<file path="src/hsr_pkg.sv">
package hsr_pkg;

  // ---------------------------------------------------------------------------
  // command codes
  // ---------------------------------------------------------------------------
  localparam logic [7:0]  HSR_CMD_OP_LIMIT   = 8'h6B;  // overpower_threshold
  localparam logic [7:0]  HSR_CMD_SUMMARY    = 8'h79;  // summary_status_word
  localparam logic [7:0]  HSR_CMD_IOUT       = 8'h7B;  // output_current_status
  localparam logic [7:0]  HSR_CMD_INPUT      = 8'h7C;  // input_supply_status

  // ---------------------------------------------------------------------------
  // widths and reset values
  // ---------------------------------------------------------------------------
  localparam int          HSR_DATA_W         = 16;
  localparam int          HSR_PWR_W          = 15;
  localparam int          HSR_SYNC_W         = 4;
  localparam logic [14:0] HSR_OP_LIMIT_RST   = 15'h7FFF;
  localparam logic [15:0] HSR_SUMMARY_RST    = 16'h0000;
  localparam logic [7:0]  HSR_STAT8_RST      = 8'h00;

  // ---------------------------------------------------------------------------
  // summary word field positions
  // ---------------------------------------------------------------------------
  localparam int          HSR_SW_CURRENT_BIT = 14;
  localparam int          HSR_SW_INPUT_BIT   = 13;
  localparam int          HSR_SW_VENDOR_BIT  = 12;
  localparam int          HSR_SW_PGOOD_BIT   = 11;
  localparam int          HSR_SW_BYTE_MSB    = 7;

  // ---------------------------------------------------------------------------
  // output-current status field positions
  // ---------------------------------------------------------------------------
  localparam int          HSR_IO_TRIP_BIT    = 7;
  localparam int          HSR_IO_WARN_BIT    = 5;

  // ---------------------------------------------------------------------------
  // input-supply status field positions
  // ---------------------------------------------------------------------------
  localparam int          HSR_IN_OVPIN_BIT   = 7;
  localparam int          HSR_IN_OVWARN_BIT  = 6;
  localparam int          HSR_IN_UVWARN_BIT  = 5;
  localparam int          HSR_IN_UVPIN_BIT   = 4;
  localparam int          HSR_IN_OPWARN_BIT  = 0;

  // ---------------------------------------------------------------------------
  // positions of the pin comparators inside the synchroniser vector
  // ---------------------------------------------------------------------------
  localparam int          HSR_PIN_TRIP       = 0;
  localparam int          HSR_PIN_OV         = 1;
  localparam int          HSR_PIN_UV         = 2;
  localparam int          HSR_PIN_FET_BAD    = 3;

  // asynchronous comparator and fault levels from the analog side
  typedef struct packed {
    logic overcurrent_trip;                 // timer elapsed, gate shut down
    logic overvoltage_sense_input;          // overvoltage pin comparator
    logic undervoltage_sense_inputs;        // undervoltage pin comparator
    logic fet_sense_a;                      // fet_sense_a comparison: power bad
  } hsr_pins_t;

  // power monitor limit comparisons, same clock domain
  typedef struct packed {
    logic                  overcurrent_warning;
    logic                  overvoltage_warning;
    logic                  undervoltage_warning;
    logic                  pwr_valid;       // one-cycle new power sample
    logic [HSR_PWR_W-1:0]  pwr_code;        // power in adc codes
  } hsr_mon_t;

  // command port request
  typedef struct packed {
    logic                   rd_en;
    logic                   wr_en;
    logic                   clear_faults;
    logic [7:0]             cmd;
    logic [HSR_DATA_W-1:0]  wr_data;
  } hsr_req_t;

endpackage

</file>
<file path="src/hsr_sync.sv">
`timescale 1ns/1ps
module hsr_sync
  import hsr_pkg::*;
#(
  parameter int W = HSR_SYNC_W
)
(
  // clock and reset
  input  wire logic          clk_sys,
  input  wire logic          rst_b,
  input  wire logic          ce,
  // levels
  input  wire logic [W-1:0]  async_in,
  output logic      [W-1:0]  sync_out
);

  // ---------------------------------------------------------------------------
  // two-stage synchroniser per bit
  // ---------------------------------------------------------------------------
  // first stage is read only by the second one, to contain metastability
  for (genvar i = 0; i < W; i++)
  begin : g_bit
    logic meta_q;
    logic stab_q;
    always_ff @(posedge clk_sys)
    begin
      if (!rst_b)
      begin
        meta_q <= 1'b0;
        stab_q <= 1'b0;
      end
      else if (ce)
      begin
        meta_q <= async_in[i];
        stab_q <= meta_q;
      end
    end
    assign sync_out[i] = stab_q;
  end

endmodule // hsr_sync

</file>
<file path="src/hsr_status_regs.sv">
`timescale 1ns/1ps
// Summary of operation
// reserved bits always read as zero
// summary bit 14 live current-status pending
// summary bit 13 live input-status pending
// summary bit 12 live vendor-status pending
// summary bit 11 inverse of power good
// summary low byte mirrors status byte
// current bit 7 latches overcurrent trip
// current bit 5 latches overcurrent warning
// input bit 7 latches overvoltage pin
// input bit 6 latches overvoltage warning
// input bit 5 latches undervoltage warning
// input bit 4 latches undervoltage pin
// input bit 0 latches overpower warning
// all three registers reset to zero
// overpower compare against 15-bit threshold, reset max
// latched bits hold until clear command
// writes to status registers change nothing
module hsr_status_regs
  import hsr_pkg::*;
#(
  parameter int PWR_W = HSR_PWR_W
)
(
  // clock, reset, enable
  input  wire logic                   clk_sys,
  input  wire logic                   rst_b,
  input  wire logic                   ce,
  // event sources
  input  hsr_pins_t                   pins,
  input  hsr_mon_t                    mon,
  input  wire logic [7:0]             status_byte,
  input  wire logic [7:0]             vendor_extra_status,
  // command port
  input  hsr_req_t                    req,
  output logic      [HSR_DATA_W-1:0]  rd_data_q,
  output logic                        rd_ack_q,
  output logic                        rd_unmapped_q,
  // status outputs
  output logic                        power_good_output_q,
  output logic                        trip_event_q
);

  // ---------------------------------------------------------------------------
  // pin synchronisation
  // ---------------------------------------------------------------------------
  logic [HSR_SYNC_W-1:0] pin_raw;
  logic [HSR_SYNC_W-1:0] pin_sync;

  assign pin_raw[HSR_PIN_TRIP]    = pins.overcurrent_trip;
  assign pin_raw[HSR_PIN_OV]      = pins.overvoltage_sense_input;
  assign pin_raw[HSR_PIN_UV]      = pins.undervoltage_sense_inputs;
  assign pin_raw[HSR_PIN_FET_BAD] = pins.fet_sense_a;

  hsr_sync #(
    .W        (HSR_SYNC_W)
  ) u_sync (
    .clk_sys  (clk_sys),
    .rst_b    (rst_b),
    .ce       (ce),
    .async_in (pin_raw),
    .sync_out (pin_sync)
  );

  // ---------------------------------------------------------------------------
  // state
  // ---------------------------------------------------------------------------
  logic [7:0]       iout_q;
  logic [7:0]       iout_d;
  logic [7:0]       input_q;
  logic [7:0]       input_d;
  logic [PWR_W-1:0] op_limit_q;
  logic [PWR_W-1:0] op_limit_d;
  logic             trip_prev_q;

  // ---------------------------------------------------------------------------
  // command decode
  // ---------------------------------------------------------------------------
  logic hit_summary;
  logic hit_iout;
  logic hit_input;
  logic hit_limit;
  logic hit_any;
  logic do_read;
  logic do_limit_wr;
  logic do_clear;

  assign hit_summary = (req.cmd == HSR_CMD_SUMMARY);
  assign hit_iout    = (req.cmd == HSR_CMD_IOUT);
  assign hit_input   = (req.cmd == HSR_CMD_INPUT);
  assign hit_limit   = (req.cmd == HSR_CMD_OP_LIMIT);
  assign hit_any     = hit_summary | hit_iout | hit_input | hit_limit;
  assign do_read     = ce & req.rd_en;
  // only the threshold takes writes; status codes drop them
  assign do_limit_wr = ce & req.wr_en & hit_limit;
  assign do_clear    = ce & req.clear_faults;

  // ---------------------------------------------------------------------------
  // event detection
  // ---------------------------------------------------------------------------
  logic set_trip;
  logic set_oc_warn;
  logic set_ov_pin;
  logic set_ov_warn;
  logic set_uv_warn;
  logic set_uv_pin;
  logic set_op_warn;
  logic trip_rise;

  assign set_trip    = pin_sync[HSR_PIN_TRIP];
  assign set_oc_warn = mon.overcurrent_warning;
  assign set_ov_pin  = pin_sync[HSR_PIN_OV];
  assign set_ov_warn = mon.overvoltage_warning;
  assign set_uv_warn = mon.undervoltage_warning;
  assign set_uv_pin  = pin_sync[HSR_PIN_UV];
  // strictly above the threshold, sampled only on a fresh reading
  assign set_op_warn = mon.pwr_valid & (mon.pwr_code > op_limit_q);
  assign trip_rise   = pin_sync[HSR_PIN_TRIP] & ~trip_prev_q;

  // ---------------------------------------------------------------------------
  // next state of latched registers
  // ---------------------------------------------------------------------------
  // a clear and a set in one cycle keep the bit set, so no event is lost
  logic [7:0] iout_set;
  logic [7:0] input_set;
  logic [7:0] iout_keep;
  logic [7:0] input_keep;

  assign iout_set   = {set_trip, 1'b0, set_oc_warn, 5'h00};
  assign input_set  = {set_ov_pin, set_ov_warn, set_uv_warn, set_uv_pin,
                       3'h0, set_op_warn};
  assign iout_keep  = do_clear ? 8'h00 : iout_q;
  assign input_keep = do_clear ? 8'h00 : input_q;
  assign iout_d     = iout_keep | iout_set;
  assign input_d    = input_keep | input_set;
  assign op_limit_d = do_limit_wr ? req.wr_data[PWR_W-1:0] : op_limit_q;

  // ---------------------------------------------------------------------------
  // latched status registers
  // ---------------------------------------------------------------------------
  always_ff @(posedge clk_sys)
  begin
    if (!rst_b)
    begin
      iout_q  <= HSR_STAT8_RST;
      input_q <= HSR_STAT8_RST;
    end
    else if (ce)
    begin
      iout_q  <= iout_d;
      input_q <= input_d;
    end
  end

  // ---------------------------------------------------------------------------
  // overpower threshold
  // ---------------------------------------------------------------------------
  always_ff @(posedge clk_sys)
  begin
    if (!rst_b)
      op_limit_q <= HSR_OP_LIMIT_RST;
    else
      op_limit_q <= op_limit_d;
  end

  // ---------------------------------------------------------------------------
  // live summary word
  // ---------------------------------------------------------------------------
  // live bits are built from present state at read time, never stored
  logic [HSR_DATA_W-1:0] summary;

  always_comb
  begin
    summary                                  = HSR_SUMMARY_RST;
    summary[HSR_SW_CURRENT_BIT]              = |iout_q;
    summary[HSR_SW_INPUT_BIT]                = |input_q;
    summary[HSR_SW_VENDOR_BIT]               = |vendor_extra_status;
    summary[HSR_SW_PGOOD_BIT]                = ~power_good_output_q;
    summary[HSR_SW_BYTE_MSB:0]               = status_byte;
  end

  // ---------------------------------------------------------------------------
  // read data selection
  // ---------------------------------------------------------------------------
  logic [HSR_DATA_W-1:0] rd_sel;

  assign rd_sel = hit_summary ? summary :
                  hit_iout    ? {8'h00, iout_q} :
                  hit_input   ? {8'h00, input_q} :
                  hit_limit   ? {1'b0, op_limit_q} :
                  16'h0000;

  // ---------------------------------------------------------------------------
  // read answer
  // ---------------------------------------------------------------------------
  // answer one cycle after the request; unknown codes answer zero and flag
  always_ff @(posedge clk_sys)
  begin
    if (!rst_b)
    begin
      rd_data_q     <= HSR_SUMMARY_RST;
      rd_ack_q      <= 1'b0;
      rd_unmapped_q <= 1'b0;
    end
    else if (ce)
    begin
      rd_ack_q      <= do_read;
      rd_unmapped_q <= do_read & ~hit_any;
      if (do_read)
        rd_data_q <= rd_sel;
    end
  end

  // ---------------------------------------------------------------------------
  // power good and trip event outputs
  // ---------------------------------------------------------------------------
  // trip pulse lets the status byte set its own copy of the fault
  always_ff @(posedge clk_sys)
  begin
    if (!rst_b)
    begin
      power_good_output_q <= 1'b0;
      trip_prev_q         <= 1'b0;
      trip_event_q        <= 1'b0;
    end
    else if (ce)
    begin
      power_good_output_q <= ~pin_sync[HSR_PIN_FET_BAD];
      trip_prev_q         <= pin_sync[HSR_PIN_TRIP];
      trip_event_q        <= trip_rise;
    end
  end

endmodule // hsr_status_regs

</file>
<file path="config.mk">
export PLATFORM = sky130hd
export DESIGN_NAME = hsr_status_regs
export DESIGN_NICKNAME = d
export VERILOG_FILES = /design/src/hsr_pkg.sv /design/src/hsr_sync.sv /design/src/hsr_status_regs.sv
export SDC_FILE = /design/constraint.sdc
export NUM_CORES = 1
export LEC_CHECK = 0
export BUFFER_PORTS_ARGS = -buffer_cell sky130_fd_sc_hd__clkbuf_2
export CORE_MARGIN = 2
export CORE_UTILIZATION = 34
export CTS_BUF_LIST = sky130_fd_sc_hd__clkbuf_4
export DETAILED_ROUTE_END_ITERATION = 8
export PLACE_DENSITY = 0.68
export SYNTH_ARGS = -nofsm -noshare
export SYNTH_HDL_FRONTEND = slang
export SYNTH_SLANG_ARGS = --single-unit
</file>
<file path="constraint.sdc">
create_clock -name clk_sys -period 2.9 [get_ports clk_sys]
set_input_delay 0.725 -clock clk_sys [delete_from_list [all_inputs] [get_ports clk_sys]]
set_output_delay 0.725 -clock clk_sys [all_outputs]
set_load 0.02 [all_outputs]
</file>
==> flow_summary.json <==
{
  "status": "finished, final reports clean",
  "diodes": 0,
  "design.die.area_um2": 8250,
  "number_of_buffers_inserted_by_hold_repair_at_cts": 0,
  "detailroute.via_count": 2312,
  "clock.fmax_ghz": 0.550,
  "period_needed_ns": 1.82,
  "yosys_top_cell_area_share_pct": 39.1,
  "via_per_inst": 4.99,
  "synthTopCellsByArea": "sky130_fd_sc_hd__dfxtp_1, sky130_fd_sc_hd__mux2i_1, sky130_fd_sc_hd__ha_1",
  "grt.total_usage_pct": 17.3,
  "synth_sequential_area_ratio_pct": 39.1,
  "synth_top_flop_cell": "sky130_fd_sc_hd__dfxtp_1",
  "ys.warnings.count": 0,
  "post_cts.repair.setup_buffers": 0,
  "fin_worst_skew_ns": 0.0133,
  "synth_cell_types": 50,
  "floorplan.core_area_um2": 7290,
  "yosys-top-cells-count": "sky130_fd_sc_hd__dfxtp_1, sky130_fd_sc_hd__nand2_1, sky130_fd_sc_hd__mux2i_1",
  "globalplace.congestion": 0.834,
  "crit_path_cell_trace": "inv_1 -> ha_1 -> nand4_1 -> or4_1 -> a31oi_1 -> o31ai_1",
  "placedInstanceArea_um2": 3010,
  "synthMostInstantiatedCell": "sky130_fd_sc_hd__dfxtp_1",
  "drt_pass1_iterations": 4,
  "power.leakage_uw": 0.00160,
  "port-buffer-count": 86,
  "synthDominantAreaCellType": "sky130_fd_sc_hd__dfxtp_1",
  "path_class": "flop to flop",
  "finalHoldWorstSlack_ns": 0.470,
  "worstHoldPathType": "flop to flop",
  "finalSetupTns_ns": 0,
  "timing.critical_path.max_delay_family": "simple AND/OR/NAND/NOR gates",
  "area.growth.synth_to_final_pct": 20.9,
  "final_min_period_over_clock_period_pct": 62.7,
  "synth_enable_flop_cells": 0,
  "cts.root.buffer_cell": "sky130_fd_sc_hd__clkbuf_4",
  "clock_buffer_count_from_cts": 5,
  "post-place-cells": 455,
  "postLayoutCoreUtil_pct": 42.5,
  "worstSetupStartpointType": "flop",
  "max_slew.worst_pin.slew_ns": 0.560,
  "pwr_density_cell_nw_per_um2": 424,
  "tritoncts": "built",
  "worst_setup_path_end_kind": "flop",
  "worst_path_max_delay_cell": "sky130_fd_sc_hd__or4_1",
  "row_count": 31,
  "antenna_found_initial": 0,
  "max-clock-path-buffers": 2,
  "global_route_wire_length_before_repair_um": 11400,
  "cts_resized": 0,
  "stdcell_area_um2": 3100,
  "fin_cells": 463,
  "critical-path-max-stage-delay_ns": 0.58,
  "timing.slew.headroom_pct": 62.7,
  "timing.critical_path.arrival_ns": 2.09,
  "die_width_um": 90.8,
  "post_route_cells_drive_above_1_share_pct": 30.2,
  "clkSlewWorstSetupHoldPaths_ns": 0.16,
  "remaining_drc_errors": 0,
  "syn_nets": 366,
  "peakVddDrop_uv": 176,
  "critical_path.n_buffers_inverters": 1,
  "post_synth_arst_share_pct": 0,
  "wl_per_cell_um": 14.8,
  "max_cap_violations": 0,
  "design.portCount": 89,
  "syn_avg_cell_area_um2": 9.09,
  "first_global_vias": 2379,
  "crit_path_max_fanout": 3,
  "drt-initial-drc-count": 126,
  "timing.critical_path.required_ns": 3.17,
  "place_hpwl_um": 5230,
  "grt_setup_unrepaired": "no",
  "timing.final.max_slew_violations": 0,
  "routed_wirelength_um": 6830,
  "postSynthCellCount": 282,
  "syn-cell-area_um2": 2560,
  "nNetsFinal": 447,
  "initial_util_pct": 35.1,
  "grt-ovfl-total": 0,
  "synth-seq-cells": 50,
  "number_of_nets_still_failing_antenna_checks_after_routing": 0,
  "cts_max_level": 2,
  "die_h_um": 90.8,
  "clock_latency_ns": 0.38,
  "grt_max_degree": 29,
  "timing.final.hold_violations": 0,
  "clock-sinks": 50,
  "final_setup_violating_endpoints": 0
}
## stage by stage
stage	power, µW	setup slack [ns]
after floorplan	825	0.902
after CTS	1330	1.08
after global routing	1380	0.949
final	1310	1.08
after detailed placement	899	0.698
after global placement	895	0.718
## worst reg2reg max path, cell delays in order (launching register included)
cell	delay, ns
sky130_fd_sc_hd__dfxtp_1	0.42
sky130_fd_sc_hd__inv_1	0.06
sky130_fd_sc_hd__ha_1	0.27
sky130_fd_sc_hd__nand4_1	0.15
sky130_fd_sc_hd__or4_1	0.58
sky130_fd_sc_hd__a31oi_1	0.15
sky130_fd_sc_hd__o31ai_1	0.08
## flip-flops by register name (all words and copies together) (netlist names)
signal and count:
input_q 5, iout_q 2, op_limit_q 15, power_good_output_q 1, rd_ack_q 1, rd_data_q 15
rd_unmapped_q 1, trip_event_q 1, trip_prev_q 1, u_sync.g_bit.meta_q 4, u_sync.g_bit.stab_q 4
## kinds of logic after synthesis
logic type / synth area share (%)
compound gates: 17.4
fa+ha+maj: 7.32
buf+inv: 7.57
flops: 39.1
mux: 9.77
other cells: 0.146
simple gates: 18.8
## layout make-up
cell class | count | area [µm²]
Fill cell | 792 | 4190
Multi-Input combinational cell | 198 | 1370
Sequential cell | 50 | 1000
Timing Repair Buffer | 88 | 445
Tap cell | 99 | 124
Inverter | 20 | 75.1
Clock inverter | 3 | 47.5
Clock buffer | 5 | 37.5
## layout by cell type, fill, tap and decap left out, types with 2 or more instances in the layout
master	count
sky130_fd_sc_hd__nand2_1	35
sky130_fd_sc_hd__o2111ai_1	2
sky130_fd_sc_hd__o31ai_1	3
sky130_fd_sc_hd__ha_1	15
sky130_fd_sc_hd__o21a_1	2
sky130_fd_sc_hd__mux2i_1	25
sky130_fd_sc_hd__inv_1	19
sky130_fd_sc_hd__and3_1	2
sky130_fd_sc_hd__a211o_2	2
sky130_fd_sc_hd__o22ai_1	2
sky130_fd_sc_hd__o21ai_0	9
sky130_fd_sc_hd__nand4_1	3
sky130_fd_sc_hd__nand2b_1	2
sky130_fd_sc_hd__a22oi_1	12
sky130_fd_sc_hd__nand3_1	5
sky130_fd_sc_hd__clkbuf_4	5
sky130_fd_sc_hd__and4_2	3
sky130_fd_sc_hd__a211oi_1	2
sky130_fd_sc_hd__dfxtp_1	50
sky130_fd_sc_hd__a21oi_1	22
sky130_fd_sc_hd__or3_1	4
sky130_fd_sc_hd__nor2_1	18
sky130_fd_sc_hd__clkbuf_2	86
sky130_fd_sc_hd__or4_1	4
sky130_fd_sc_hd__and2_1	2
sky130_fd_sc_hd__buf_4	2
sky130_fd_sc_hd__a2bb2oi_1	5
sky130_fd_sc_hd__a31oi_1	3
## layer usage
metal | vias up | track usage (%) | share of wire (%)
met2 | 82 | 29.4 | 48
met5 | - | 0 | 0
met3 | 6 | 3.84 | 7.3
met1 | 1055 | 22.3 | 43
met4 | 0 | 4.17 | 1.1
li1 | 1169 | - | -
## worst paths after layout
| check | startpoint | to | slack [ns] | cells past startpoint |
|---|---|---|---|---|
| setup / recovery | op_limit_q[7] | input_q[0] | 1.08 | 6 |
| hold / removal | rd_data_q[3] | rd_data_q[3] | 0.47 | 2 |
| setup reg to reg | op_limit_q[7] | input_q[0] | 1.08 | 6 |
| hold reg to reg | rd_data_q[3] | rd_data_q[3] | 0.47 | 2 |
## report_power, final
| group | total, µW | switching [µW] | internal, µW | leakage [µW] |
|---|---|---|---|---|
| logic | 171 | 95.2 | 75.9 | 0.00115 |
| clock network | 431 | 244 | 187 | 0.0000458 |
| registers | 713 | 9.42 | 703 | 0.000407 |
| total | 1310 | 349 | 966 | 0.00160 |
Note: power is estimated with default switching activity, not from simulation.
